**src/core/dpr_pkg.sv**
```systemverilog
// What this block does
// Host reaches every configuration register through the port with 6-bit offsets.
// Last packet header readable at 0x31..0x34: type, count low, count high, check.
// Second header set at 0x35..0x38 only in 16-bit gear, four-lane builds.
// Host sets 0x00 bit 3 to 0 up to 1.5 Gbps, 1 above.
// Auto power-down bit powers down idle lanes; otherwise they stay powered at LP11.
// Offset 0x00 bit 1 picks slave or master, bit 0 picks CSI-2 or DSI.
// Offset 0x02 bit 3 bypasses (0) or enables (1) the lane interface logic.
// Offset 0x03 bit 0 enables deskew, gating sync flags; upper bits written 010.
// First lane select: bit 0 at 0x09 bit 3, bit 1 at 0x0A bit 0.
// 0x0A bits 2:1 set lane count; bit 3 starts the clock settle count.
// Settle time equals settle count plus one sync clock periods.
// Host writes reserved bits with their shown values only.
// Continuous-clock bit lets the clock lane keep its high-speed receive state.
package dpr_pkg;

  localparam int OFFS_W    = 6;
  localparam int DATA_W    = 8;
  localparam int SETTLE_W  = 6;
  localparam int DEF_GEAR  = 8;
  localparam int DEF_LANES = 4;
  localparam int SECOND_GEAR  = 16;
  localparam int SECOND_LANES = 4;

  localparam logic [5:0] OFF_MODE     = 6'h00;
  localparam logic [5:0] OFF_LPCD     = 6'h01;
  localparam logic [5:0] OFF_LANEIF   = 6'h02;
  localparam logic [5:0] OFF_DESKEW   = 6'h03;
  localparam logic [5:0] OFF_MAPLO    = 6'h09;
  localparam logic [5:0] OFF_CNTSET   = 6'h0A;
  localparam logic [5:0] OFF_CSET_MID = 6'h0B;
  localparam logic [5:0] OFF_CSET_HI  = 6'h0C;
  localparam logic [5:0] OFF_DSET_LO  = 6'h0F;
  localparam logic [5:0] OFF_DSET_HI  = 6'h10;
  localparam logic [5:0] OFF_CONTCLK  = 6'h1E;
  localparam logic [5:0] OFF_HDR_TYPE = 6'h31;
  localparam logic [5:0] OFF_HDR_WCL  = 6'h32;
  localparam logic [5:0] OFF_HDR_WCH  = 6'h33;
  localparam logic [5:0] OFF_HDR_ECC  = 6'h34;
  localparam logic [5:0] OFF_SEC_TYPE = 6'h35;
  localparam logic [5:0] OFF_SEC_WCL  = 6'h36;
  localparam logic [5:0] OFF_SEC_WCH  = 6'h37;
  localparam logic [5:0] OFF_SEC_ECC  = 6'h38;
  localparam logic [5:0] OFF_REFTYPE  = 6'h39;

  localparam int BIT_SPEED   = 3;
  localparam int BIT_AUTOPD  = 2;
  localparam int BIT_MASTER  = 1;
  localparam int BIT_DSI     = 0;
  localparam int BIT_LIF_EN  = 3;
  localparam int BIT_DESKEW  = 0;
  localparam int BIT_MAP0    = 3;
  localparam int BIT_MAP1    = 0;
  localparam int BIT_CSET0   = 3;
  localparam int LANES_LSB   = 1;
  localparam int BIT_CSET5   = 0;
  localparam int BIT_CONT    = 0;

  typedef struct packed {
    logic [3:0] mode;
    logic [3:0] lpcd;
    logic [3:0] laneif;
    logic [3:0] deskew;
    logic [3:0] maplo;
    logic [3:0] cntset;
    logic [3:0] cset_mid;
    logic [3:0] cset_hi;
    logic [3:0] dset_lo;
    logic [3:0] dset_hi;
    logic [3:0] contclk;
  } dpr_cfg_s;

  // Settle counts come up at 9 (clock lane) and 6 (data lanes).
  localparam dpr_cfg_s CFG_RST = '{
    mode: 4'h0, lpcd: 4'h4, laneif: 4'h1, deskew: 4'h4, maplo: 4'h0,
    cntset: 4'h8, cset_mid: 4'h4, cset_hi: 4'h0, dset_lo: 4'h8,
    dset_hi: 4'h1, contclk: 4'h0};
  localparam logic [7:0] RST_REFTYPE = 8'h00;

  typedef struct packed {
    logic [7:0]  chan_type;
    logic [15:0] count;
    logic [7:0]  check;
  } dpr_hdr_s;

  typedef struct packed {
    logic                speed_high;
    logic                auto_pd;
    logic                master;
    logic                dsi;
    logic                lane_if_en;
    logic                deskew_en;
    logic [1:0]          first_lane;
    logic [1:0]          num_lanes;
    logic [SETTLE_W-1:0] clk_settle;
    logic [SETTLE_W-1:0] data_settle;
    logic                cont_clk;
    logic [1:0]          lpcd_thr;
    logic [2:0]          lprx_thr;
  } dpr_ctrl_s;

  typedef enum logic {ST_IDLE, ST_SETTLE} dpr_settle_e;

endpackage

```
**src/core/dpr_hdr_capture.sv**
```systemverilog
`timescale 1ns/1ps
module dpr_hdr_capture (
  input  wire logic              clk,
  input  wire logic              nrst,
  input  wire logic              ce,
  input  wire logic              hdr_valid,
  input  wire dpr_pkg::dpr_hdr_s hdr_in,
  output dpr_pkg::dpr_hdr_s      hdr_q
);

  dpr_pkg::dpr_hdr_s hdr_ff;
  dpr_pkg::dpr_hdr_s nxt_hdr;

  // The copy is replaced whole so a reader never sees fields of two packets.
  always_comb begin
    nxt_hdr = hdr_ff;
    if (hdr_valid) begin
      nxt_hdr = hdr_in;
    end
  end

  always_ff @(posedge clk or negedge nrst) begin
    if (!nrst) begin
      hdr_ff <= '0;
    end else if (ce) begin
      hdr_ff <= nxt_hdr;
    end
  end

  assign hdr_q = hdr_ff;

endmodule

```
**src/core/dpr_config_regs.sv**
```systemverilog
`timescale 1ns/1ps
module dpr_config_regs #(
  parameter int GEAR     = dpr_pkg::DEF_GEAR,
  parameter int RX_LANES = dpr_pkg::DEF_LANES
) (
  input  wire logic                         clk,
  input  wire logic                         nrst,
  input  wire logic                         ce,
  input  wire logic                         cfg_request,
  input  wire logic                         cfg_write,
  input  wire logic [dpr_pkg::OFFS_W-1:0]   cfg_offset,
  input  wire logic [dpr_pkg::DATA_W-1:0]   cfg_wdata,
  output logic                              cfg_ready,
  output logic [dpr_pkg::DATA_W-1:0]        cfg_rdata,
  output logic                              cfg_rdata_valid,
  input  wire logic                         hdr_valid,
  input  wire dpr_pkg::dpr_hdr_s            hdr_in,
  input  wire logic                         hdr2_valid,
  input  wire dpr_pkg::dpr_hdr_s            hdr2_in,
  input  wire logic                         raw_sync_error,
  input  wire logic                         raw_no_sync,
  input  wire logic                         clk_lane_hs,
  input  wire logic                         lane_hs_start,
  output dpr_pkg::dpr_ctrl_s                phy_ctrl,
  output logic [dpr_pkg::DATA_W-1:0]        reference_type,
  output logic [RX_LANES-1:0]               lane_power_down,
  output logic [RX_LANES-1:0]               lane_hold_lp11,
  output logic                              sync_error_flag,
  output logic                              no_sync_flag,
  output logic                              clk_lane_hs_hold,
  output logic                              settle_done
);

  localparam bit HAS_SECOND = (GEAR == dpr_pkg::SECOND_GEAR) &&
                              (RX_LANES == dpr_pkg::SECOND_LANES);

  dpr_pkg::dpr_cfg_s              cfg_ff;
  dpr_pkg::dpr_cfg_s              nxt_cfg;
  logic [dpr_pkg::DATA_W-1:0]     ref_ff;
  logic [dpr_pkg::DATA_W-1:0]     nxt_ref;
  logic [dpr_pkg::DATA_W-1:0]     rdata_ff;
  logic [dpr_pkg::DATA_W-1:0]     nxt_rdata;
  logic                           rvalid_ff;
  logic                           nxt_rvalid;
  dpr_pkg::dpr_hdr_s              hdr1_q;
  dpr_pkg::dpr_hdr_s              hdr2_q;
  logic [RX_LANES-1:0]            pd_ff;
  logic [RX_LANES-1:0]            nxt_pd;
  logic [RX_LANES-1:0]            hold_ff;
  logic [RX_LANES-1:0]            nxt_hold;
  logic                           serr_ff;
  logic                           nxt_serr;
  logic                           nsync_ff;
  logic                           nxt_nsync;
  logic                           hshold_ff;
  logic                           nxt_hshold;
  dpr_pkg::dpr_settle_e           st_ff;
  dpr_pkg::dpr_settle_e           nxt_st;
  logic [dpr_pkg::SETTLE_W-1:0]   cnt_ff;
  logic [dpr_pkg::SETTLE_W-1:0]   nxt_cnt;
  logic [dpr_pkg::SETTLE_W-1:0]   elapsed_ff;
  logic [dpr_pkg::SETTLE_W-1:0]   load_ff;
  logic                           wr_en;
  logic                           rd_en;

  assign cfg_ready = ce;
  assign wr_en     = cfg_request && cfg_write;
  assign rd_en     = cfg_request && !cfg_write;

  // Header copies from the packet parser.
  dpr_hdr_capture u_hdr1 (
    .clk       (clk),
    .nrst      (nrst),
    .ce        (ce),
    .hdr_valid (hdr_valid),
    .hdr_in    (hdr_in),
    .hdr_q     (hdr1_q)
  );

  generate
    if (HAS_SECOND) begin : g_second
      dpr_hdr_capture u_hdr2 (
        .clk       (clk),
        .nrst      (nrst),
        .ce        (ce),
        .hdr_valid (hdr2_valid),
        .hdr_in    (hdr2_in),
        .hdr_q     (hdr2_q)
      );
    end else begin : g_no_second
      assign hdr2_q = '0;
    end
  endgenerate

  // Writes land on the edge that takes the request. Reserved bits are kept
  // as written because the host is trusted to write their fixed values.
  always_comb begin
    nxt_cfg = cfg_ff;
    nxt_ref = ref_ff;
    if (wr_en) begin
      case (cfg_offset)
        dpr_pkg::OFF_MODE:     nxt_cfg.mode     = cfg_wdata[3:0];
        dpr_pkg::OFF_LPCD:     nxt_cfg.lpcd     = cfg_wdata[3:0];
        dpr_pkg::OFF_LANEIF:   nxt_cfg.laneif   = cfg_wdata[3:0];
        dpr_pkg::OFF_DESKEW:   nxt_cfg.deskew   = cfg_wdata[3:0];
        dpr_pkg::OFF_MAPLO:    nxt_cfg.maplo    = cfg_wdata[3:0];
        dpr_pkg::OFF_CNTSET:   nxt_cfg.cntset   = cfg_wdata[3:0];
        dpr_pkg::OFF_CSET_MID: nxt_cfg.cset_mid = cfg_wdata[3:0];
        dpr_pkg::OFF_CSET_HI:  nxt_cfg.cset_hi  = cfg_wdata[3:0];
        dpr_pkg::OFF_DSET_LO:  nxt_cfg.dset_lo  = cfg_wdata[3:0];
        dpr_pkg::OFF_DSET_HI:  nxt_cfg.dset_hi  = cfg_wdata[3:0];
        dpr_pkg::OFF_CONTCLK:  nxt_cfg.contclk  = cfg_wdata[3:0];
        dpr_pkg::OFF_REFTYPE:  nxt_ref          = cfg_wdata;
        default: ;
      endcase
    end
  end

  always_ff @(posedge clk or negedge nrst) begin
    if (!nrst) begin
      cfg_ff <= dpr_pkg::CFG_RST;
      ref_ff <= dpr_pkg::RST_REFTYPE;
    end else if (ce) begin
      cfg_ff <= nxt_cfg;
      ref_ff <= nxt_ref;
    end
  end

  // Read data is registered; the reference type is write-only and reads zero,
  // as does any offset without a register behind it.
  always_comb begin
    nxt_rdata  = rdata_ff;
    nxt_rvalid = rd_en;
    if (rd_en) begin
      case (cfg_offset)
        dpr_pkg::OFF_MODE:     nxt_rdata = {4'h0, cfg_ff.mode};
        dpr_pkg::OFF_LPCD:     nxt_rdata = {4'h0, cfg_ff.lpcd};
        dpr_pkg::OFF_LANEIF:   nxt_rdata = {4'h0, cfg_ff.laneif};
        dpr_pkg::OFF_DESKEW:   nxt_rdata = {4'h0, cfg_ff.deskew};
        dpr_pkg::OFF_MAPLO:    nxt_rdata = {4'h0, cfg_ff.maplo};
        dpr_pkg::OFF_CNTSET:   nxt_rdata = {4'h0, cfg_ff.cntset};
        dpr_pkg::OFF_CSET_MID: nxt_rdata = {4'h0, cfg_ff.cset_mid};
        dpr_pkg::OFF_CSET_HI:  nxt_rdata = {4'h0, cfg_ff.cset_hi};
        dpr_pkg::OFF_DSET_LO:  nxt_rdata = {4'h0, cfg_ff.dset_lo};
        dpr_pkg::OFF_DSET_HI:  nxt_rdata = {4'h0, cfg_ff.dset_hi};
        dpr_pkg::OFF_CONTCLK:  nxt_rdata = {4'h0, cfg_ff.contclk};
        dpr_pkg::OFF_HDR_TYPE: nxt_rdata = hdr1_q.chan_type;
        dpr_pkg::OFF_HDR_WCL:  nxt_rdata = hdr1_q.count[7:0];
        dpr_pkg::OFF_HDR_WCH:  nxt_rdata = hdr1_q.count[15:8];
        dpr_pkg::OFF_HDR_ECC:  nxt_rdata = hdr1_q.check;
        dpr_pkg::OFF_SEC_TYPE: nxt_rdata = hdr2_q.chan_type;
        dpr_pkg::OFF_SEC_WCL:  nxt_rdata = hdr2_q.count[7:0];
        dpr_pkg::OFF_SEC_WCH:  nxt_rdata = hdr2_q.count[15:8];
        dpr_pkg::OFF_SEC_ECC:  nxt_rdata = hdr2_q.check;
        default:               nxt_rdata = 8'h00;
      endcase
    end
  end

  always_ff @(posedge clk or negedge nrst) begin
    if (!nrst) begin
      rdata_ff  <= 8'h00;
      rvalid_ff <= 1'b0;
    end else if (ce) begin
      rdata_ff  <= nxt_rdata;
      rvalid_ff <= nxt_rvalid;
    end
  end

  assign cfg_rdata       = rdata_ff;
  assign cfg_rdata_valid = rvalid_ff;

  // Field view for the hard PHY, taken straight from the stored nibbles.
  always_comb begin
    phy_ctrl             = '0;
    phy_ctrl.speed_high  = cfg_ff.mode[dpr_pkg::BIT_SPEED];
    phy_ctrl.auto_pd     = cfg_ff.mode[dpr_pkg::BIT_AUTOPD];
    phy_ctrl.master      = cfg_ff.mode[dpr_pkg::BIT_MASTER];
    phy_ctrl.dsi         = cfg_ff.mode[dpr_pkg::BIT_DSI];
    phy_ctrl.lane_if_en  = cfg_ff.laneif[dpr_pkg::BIT_LIF_EN];
    phy_ctrl.deskew_en   = cfg_ff.deskew[dpr_pkg::BIT_DESKEW];
    phy_ctrl.first_lane  = {cfg_ff.cntset[dpr_pkg::BIT_MAP1],
                            cfg_ff.maplo[dpr_pkg::BIT_MAP0]};
    phy_ctrl.num_lanes   = cfg_ff.cntset[dpr_pkg::LANES_LSB +: 2];
    phy_ctrl.clk_settle  = {cfg_ff.cset_hi[dpr_pkg::BIT_CSET5], cfg_ff.cset_mid,
                            cfg_ff.cntset[dpr_pkg::BIT_CSET0]};
    phy_ctrl.data_settle = {cfg_ff.dset_hi, cfg_ff.dset_lo[3:2]};
    phy_ctrl.cont_clk    = cfg_ff.contclk[dpr_pkg::BIT_CONT];
    phy_ctrl.lpcd_thr    = cfg_ff.lpcd[3:2];
    phy_ctrl.lprx_thr    = cfg_ff.laneif[2:0];
  end

  assign reference_type = ref_ff;

  // Lane i is active when its index does not exceed the lane count field.
  always_comb begin
    nxt_pd   = '0;
    nxt_hold = '0;
    for (int i = 0; i < RX_LANES; i++) begin
      if (i > int'(phy_ctrl.num_lanes)) begin
        nxt_pd[i]   = phy_ctrl.auto_pd;
        nxt_hold[i] = !phy_ctrl.auto_pd;
      end
    end
    // Sync indications only pass while deskew is enabled.
    nxt_serr   = raw_sync_error && phy_ctrl.deskew_en;
    nxt_nsync  = raw_no_sync && phy_ctrl.deskew_en;
    nxt_hshold = clk_lane_hs && phy_ctrl.cont_clk;
  end

  always_ff @(posedge clk or negedge nrst) begin
    if (!nrst) begin
      pd_ff     <= '0;
      hold_ff   <= '0;
      serr_ff   <= 1'b0;
      nsync_ff  <= 1'b0;
      hshold_ff <= 1'b0;
    end else if (ce) begin
      pd_ff     <= nxt_pd;
      hold_ff   <= nxt_hold;
      serr_ff   <= nxt_serr;
      nsync_ff  <= nxt_nsync;
      hshold_ff <= nxt_hshold;
    end
  end

  assign lane_power_down  = pd_ff;
  assign lane_hold_lp11   = hold_ff;
  assign sync_error_flag  = serr_ff;
  assign no_sync_flag     = nsync_ff;
  assign clk_lane_hs_hold = hshold_ff;

  // Settle timer for the clock lane: count+1 cycles of this clock, which is
  // the sync clock. A start during a running settle is ignored.
  always_comb begin
    nxt_st  = st_ff;
    nxt_cnt = cnt_ff;
    case (st_ff)
      dpr_pkg::ST_IDLE: begin
        if (lane_hs_start) begin
          nxt_st  = dpr_pkg::ST_SETTLE;
          nxt_cnt = phy_ctrl.clk_settle;
        end
      end
      dpr_pkg::ST_SETTLE: begin
        if (cnt_ff == '0) begin
          nxt_st = dpr_pkg::ST_IDLE;
        end else begin
          nxt_cnt = cnt_ff - 6'h01;
        end
      end
      default: nxt_st = dpr_pkg::ST_IDLE;
    endcase
  end

  always_ff @(posedge clk or negedge nrst) begin
    if (!nrst) begin
      st_ff  <= dpr_pkg::ST_IDLE;
      cnt_ff <= '0;
    end else if (ce) begin
      st_ff  <= nxt_st;
      cnt_ff <= nxt_cnt;
    end
  end

  assign settle_done = ce && (st_ff == dpr_pkg::ST_SETTLE) && (cnt_ff == '0);

  // Helper for checking: cycles already spent settling and the loaded count.
  always_ff @(posedge clk or negedge nrst) begin
    if (!nrst) begin
      elapsed_ff <= '0;
      load_ff    <= '0;
    end else if (ce) begin
      if (st_ff == dpr_pkg::ST_IDLE) begin
        elapsed_ff <= '0;
        load_ff    <= nxt_cnt;
      end else begin
        elapsed_ff <= elapsed_ff + 6'h01;
      end
    end
  end
endmodule

```
**config.mk**
```make
export PLATFORM = sky130hd
export DESIGN_NAME = dpr_config_regs
export DESIGN_NICKNAME = d
export VERILOG_FILES = /design/src/core/dpr_pkg.sv /design/src/core/dpr_hdr_capture.sv /design/src/core/dpr_config_regs.sv
export SDC_FILE = /design/constraint.sdc
export NUM_CORES = 1
export LEC_CHECK = 0
export ABC_AREA = 1
export BUFFER_PORTS_ARGS = -buffer_cell sky130_fd_sc_hd__buf_2
export CAP_MARGIN = 10
export CORE_ASPECT_RATIO = 0.75
export CORE_MARGIN = 2
export CORE_UTILIZATION = 35
export CTS_CLUSTER_DIAMETER = 50
export DETAILED_ROUTE_END_ITERATION = 8
export PLACE_DENSITY_LB_ADDON = 0.08
export RECOVER_POWER = 100
export REMOVE_ABC_BUFFERS = 1
export SYNTH_ARGS = -nofsm -noshare
export SYNTH_HDL_FRONTEND = slang
export SYNTH_SLANG_ARGS = --single-unit
```
**constraint.sdc**
```tcl
create_clock -name clk -period 1.8 [get_ports clk]
set_clock_uncertainty 0.15 [all_clocks]
set_input_delay 0.18 -clock clk [delete_from_list [all_inputs] [get_ports clk]]
set_output_delay 0.18 -clock clk [all_outputs]
set_load 0.1 [all_outputs]
```
Word level (Yosys, flattened, before mapping)
Index checks and enable logic that the tools add are counted.
{"block": "classes", "add_sub_neg": 1, "order_cmp": 3, "n_eq_ne": 17, "n_mux": 13, "n_bitwise": 1, "reduce_logical": 26}
{"cell": "8-bit case mux with 15 select lines", "n": 1}
{"cell": "3-bit AND reduction", "n": 13}
{"cell": "6-bit by 4-bit equality test with 1-bit output (second input constant)", "n": 5}
{"cell": "6-bit equality test (second input constant)", "n": 5}
{"cell": "6-bit by 2-bit equality test with 1-bit output (second input constant)", "n": 2}
{"cell": "6-bit by 5-bit equality test with 1-bit output (second input constant)", "n": 2}
{"cell": "6-bit zero test", "n": 2}
{"cell": "6-bit 2-to-1 mux", "n": 2}
{"cell": "6-bit case mux with 2 select lines", "n": 1}
{"cell": "1-bit 2-to-1 mux", "n": 8}
{"cell": "1-bit logical AND", "n": 7}
{"cell": "6-bit by 1-bit equality test with 1-bit output (second input constant)", "n": 1}
{"cell": "6-bit by 1-bit subtractor with 6-bit output (second input constant)", "n": 1}
{"cell": "2-bit greater-than comparator (first input constant)", "n": 2}
{"cell": "2-bit inequality test (second input constant)", "n": 2}
{"cell": "2-bit AND reduction", "n": 2}
{"cell": "1-bit by 2-bit greater-than comparator with 1-bit output (first input constant)", "n": 1}
{"cell": "1-bit zero test", "n": 2}
{"cell": "1-bit case mux with 2 select lines", "n": 1}
{"cell": "1-bit inverter", "n": 1}
{"block": "totals", "register_bits": 109, "elab_cells": 85}

Longest topological paths before layout
{"block": "logic_depth", "ltp_word": 3, "depth_mapped": 11, "ltp_nobuf": 11}

By module
From an unflattened synthesis, not the netlist that was laid out.
{"block": "unflattened", "hier_cells": 698, "area_unflattened_um2": 5584.1}
{"mod": "dpr_config_regs", "n_inst": 1, "cells_each": 558, "area_each_um2": 4216.5, "seq_area_each_um2": 1935.6}
{"mod": "dpr_hdr_capture", "n_inst": 1, "cells_each": 140, "area_each_um2": 1367.6, "seq_area_each_um2": 800.8}

Worst setup path before layout
OpenSTA, ideal clock, no wires.
{"block": "synth_path", "path_type": "register -> output", "start": "reg cnt_ff[0] in the netlist's numbering", "end": "out settle_done", "arrival_time_ns": 2.776, "required_ns": 1.470, "setup_slack_ns": -1.306, "path_stages_with_launch": 5, "path_buffers": 0, "cell_sequence": "dfrtp_1 -> inv_1 -> ha_1 -> nand3_1 -> nor3_1"}
{"block": "synth_via", "elab_chain_len": 2}
{"element": "start: declaration", "line_no": "dpr_config_regs.sv:59", "text": "logic [dpr_pkg::SETTLE_W-1:0] cnt_ff;"}
{"element": "start signal: assignment", "line_no": "dpr_config_regs.sv:262", "text": "cnt_ff <= nxt_cnt;"}
{"element": "6-bit zero test", "line_no": "dpr_config_regs.sv:266", "text": "assign settle_done = ce && (st_ff == dpr_pkg::ST_SETTLE) && (cnt_ff == '0);"}
{"element": "1-bit logical AND", "line_no": "dpr_config_regs.sv:266"}
{"element": "end: declaration", "line_no": "dpr_config_regs.sv:31", "text": "output logic settle_done"}
No other way between the ends.

Final worst setup path
{"block": "layout_path", "start": "reg cnt_ff[1] in the netlist's numbering", "end": "out settle_done"}
Same word-level chain as after synthesis.

==> results_dict.tcl <==
set metrics [dict create \
    viasPerCell 4.72 \
    yosysWarnings 0 \
    wl_per_cell_microns 15.1 \
    multi_input_area_sq_mm 0.00209 \
    num-fill-cells 1507 \
    cap_violations 0 \
    ys_ff_latch 109 \
    grt_pass1_wl_microns 23400 \
    nNetsFinal 837 \
    drv_slew 0 \
    ys_types 31 \
    pre_cts_slack_ns -0.0852 \
    grt_max_degree 40 \
    post-route-period-util_pct 103 \
    clk_latency_ns 0.36 \
    syn_area_sq_mm 0.00532 \
    yosys.area.top_type "dfrtp_1" \
    status "finished with violations" \
    cp_max_fo 4 \
    fin_util_pct 45.9 \
    vdd_drop_max_uv 467 \
    setup_slack_ns -0.0454 \
    htree_levels 3 \
    dp.cells 890 \
    drt_iter0_drc 283 \
    drtPass1Iterations 4 \
    die_h_microns 111 \
    hold_class "input pin to flip-flop" \
    cellLeakagePower_nw 3.33 \
    initial_core_util_pct 36.3 \
    die-width_microns 146 \
    power.density_mw_per_mm2 986 \
    grt_util_all_layers_pct 18.2 \
    core_sq_mm 0.0146 \
    synth_edf_count 0 \
    seqCellArea_sq_mm 0.00274 \
    place_congestion 0.832 \
    rows 38 \
    ant_nets 0 \
    arrival_ns 1.52 \
    end_kind "primary output" \
    cts_inserted_buffers 9 \
    synthTopCellsByArea "dfrtp_1, nand2_1, mux2_2" \
    cts_root_buf "clkbuf_16" \
    ys.flop_type "dfrtp_1" \
    finalWirelength_microns 14300 \
    rsz0062_at_grt "true" \
    clockBufferDepth 2 \
    area_growth_pct 26.4 \
    totalNegativeSetupSlack_ns -0.0454 \
    path_clk_slew_ns 0.07 \
    stdcell_count 951 \
    drc 0 \
    tritoncts "done" \
    worstMarginPinSlew_ns 0.835 \
    grt_pass1_vias 4363 \
    rrSetupSlack_ns 0.06 \
    finalHoldViolCount 0 \
    path_class "flip-flop to primary output" \
    synthCells 609 \
    syn_area_per_cell_sq_um 8.74 \
    fmax_mhz 542 \
    dp_hpwl_microns 10400 \
    synth_top_area_share_pct 48.0 \
    critPathLaunchType "flip-flop" \
    antenna_found_initial 0 \
    setup_viol 1 \
    ys_async_sr_fraction_pct 100 \
    ios 147 \
    diodes 0 \
    portBuffers 111 \
    crit_required_ns 1.47 \
    die-area_sq_mm 0.0162 \
    min_period_ns 1.85 \
    hold_ws_ns 0.0129 \
    slew_headroom_pct 44.4 \
    drive_above_1_share_pct 25.8 \
    via_count 4493 \
    grt-ovfl-total 0 \
    clock-sinks 109 \
    violations "negative setup slack" \
    synth-seq-area-share_pct 51.4 \
]
## cells in the final DEF (no fill, tap or decap), types with 2 or more instances in the layout
master and count:
o31ai_1 2, a21oi_1 5, buf_4 13, nand4_1 23, dfstp_2 7, nor2_1 43, dfrtp_1 102, dlygate4sd3_1 40
clkbuf_4 2, clkbuf_1 8, o2111ai_1 3, bufinv_16 2, nor2_2 3, clkinv_4 2, clkinvlp_4 3, buf_2 51
conb_1 2, buf_12 3, clkbuf_16 9, clkbuf_2 58, inv_1 42, mux2_2 31, inv_2 4, nand2_1 168
o21ai_0 65, nand3_1 46
## synthesized netlist by cell type, types with 2 or more instances
cell / instances
a21oi_1: 5
buf_2: 10
buf_4: 33
clkbuf_1: 6
dfrtp_1: 102
dfstp_2: 7
ha_1: 2
inv_1: 43
inv_2: 3
mux2_2: 31
nand2_1: 168
nand3_1: 47
nand4_1: 20
nand4_2: 4
nor2_1: 41
nor2_2: 5
o2111ai_1: 3
o21ai_0: 65
o31ai_1: 2
## cell families after synthesis
family                     after synthesis  synth area share (%)
buffers and inverters                   97                  9.55
xor gates and xnor gates                 2                 0.329
other                                    1                0.0705
and+or+nand+nor                        288                  23.5
adders and majority gates                2                 0.470
muxes                                   32                  6.84
AOI/OAI and AO/OA                       78                  7.76
DFF                                    109                  51.4
## area by class of cell
class | count | share of cell area [%]
clock buffers | 9 | 3.35
clock inverters | 7 | 1.49
repair buffers | 175 | 17.1
inverters | 47 | 2.62
multi-input cells | 404 | 31.1
flip-flops and latches | 109 | 40.7
well taps | 200 | 3.72
## critical path, cell delays in order (launching register included)
cell	delay, ns
dfrtp_1	0.37
inv_2	0.10
ha_4	0.15
nand3_4	0.08
nor3_4	0.24
buf_12	0.20
## power breakdown
| group | switching, W | internal [W] | leakage [nW] | total (W) |
|---|---|---|---|---|
| Sequential | 0.000167 | 0.00270 | 1.39 | 0.00287 |
| Combinational | 0.00108 | 0.000522 | 1.79 | 0.00161 |
| Clock | 0.000934 | 0.00122 | 0.148 | 0.00216 |
| Total | 0.00219 | 0.00445 | 3.33 | 0.00663 |
## final timing paths
kind / from / endpoint / cells past startpoint
min in group asynchronous: nrst / reference_type[6] / 2
max reg2reg: st_ff / cnt_ff[3] / 4
min reg2reg: cfg_rdata[5] / cfg_rdata[5] / 2
min: lane_hs_start / cnt_ff[5] / 4
max: cnt_ff[1] / settle_done / 5
max in group asynchronous: nrst / u_hdr1.hdr_q[0] / 3
## sequential cells by signal, summed over array words and instances, names as in the netlist
register	flops
clk_lane_hs_hold	1
reference_type	8
st_ff	1
lane_power_down	3
lane_hold_lp11	3
cfg_rdata_valid	1
phy_ctrl	28
cfg_ff	16
cfg_rdata	8
cnt_ff	6
no_sync_flag	1
u_hdr1.hdr_q	32
sync_error_flag	1
## per-stage QoR
step | instance area, sq um | total power [W]
finish | 6730 | 0.00663
global placement | 6020 | 0.00430
floorplan | 4990 | 0.00389
detailed placement | 6020 | 0.00434
global route | 6730 | 0.00693
CTS | 6770 | 0.00663
## per-layer routing
metal | up-vias | global-route usage [%] | wire, microns
met4 | 0 | 4.98 | 217
met2 | 102 | 26.3 | 6010
met1 | 2135 | 27.2 | 7460
li1 | 2242 | - | -
met5 | - | 0 | 0
met3 | 14 | 4.32 | 620
## repair_timing
item,in CTS,in global routing
hold buffers,40,0
gates resized for setup,6,3
gates cloned,0,0
setup endpoints to repair,5,4
endpoints found under the hold margin,142,0
buffers inserted,0,5
pin swaps,1,3
Note: power is estimated with default switching activity, not from simulation.
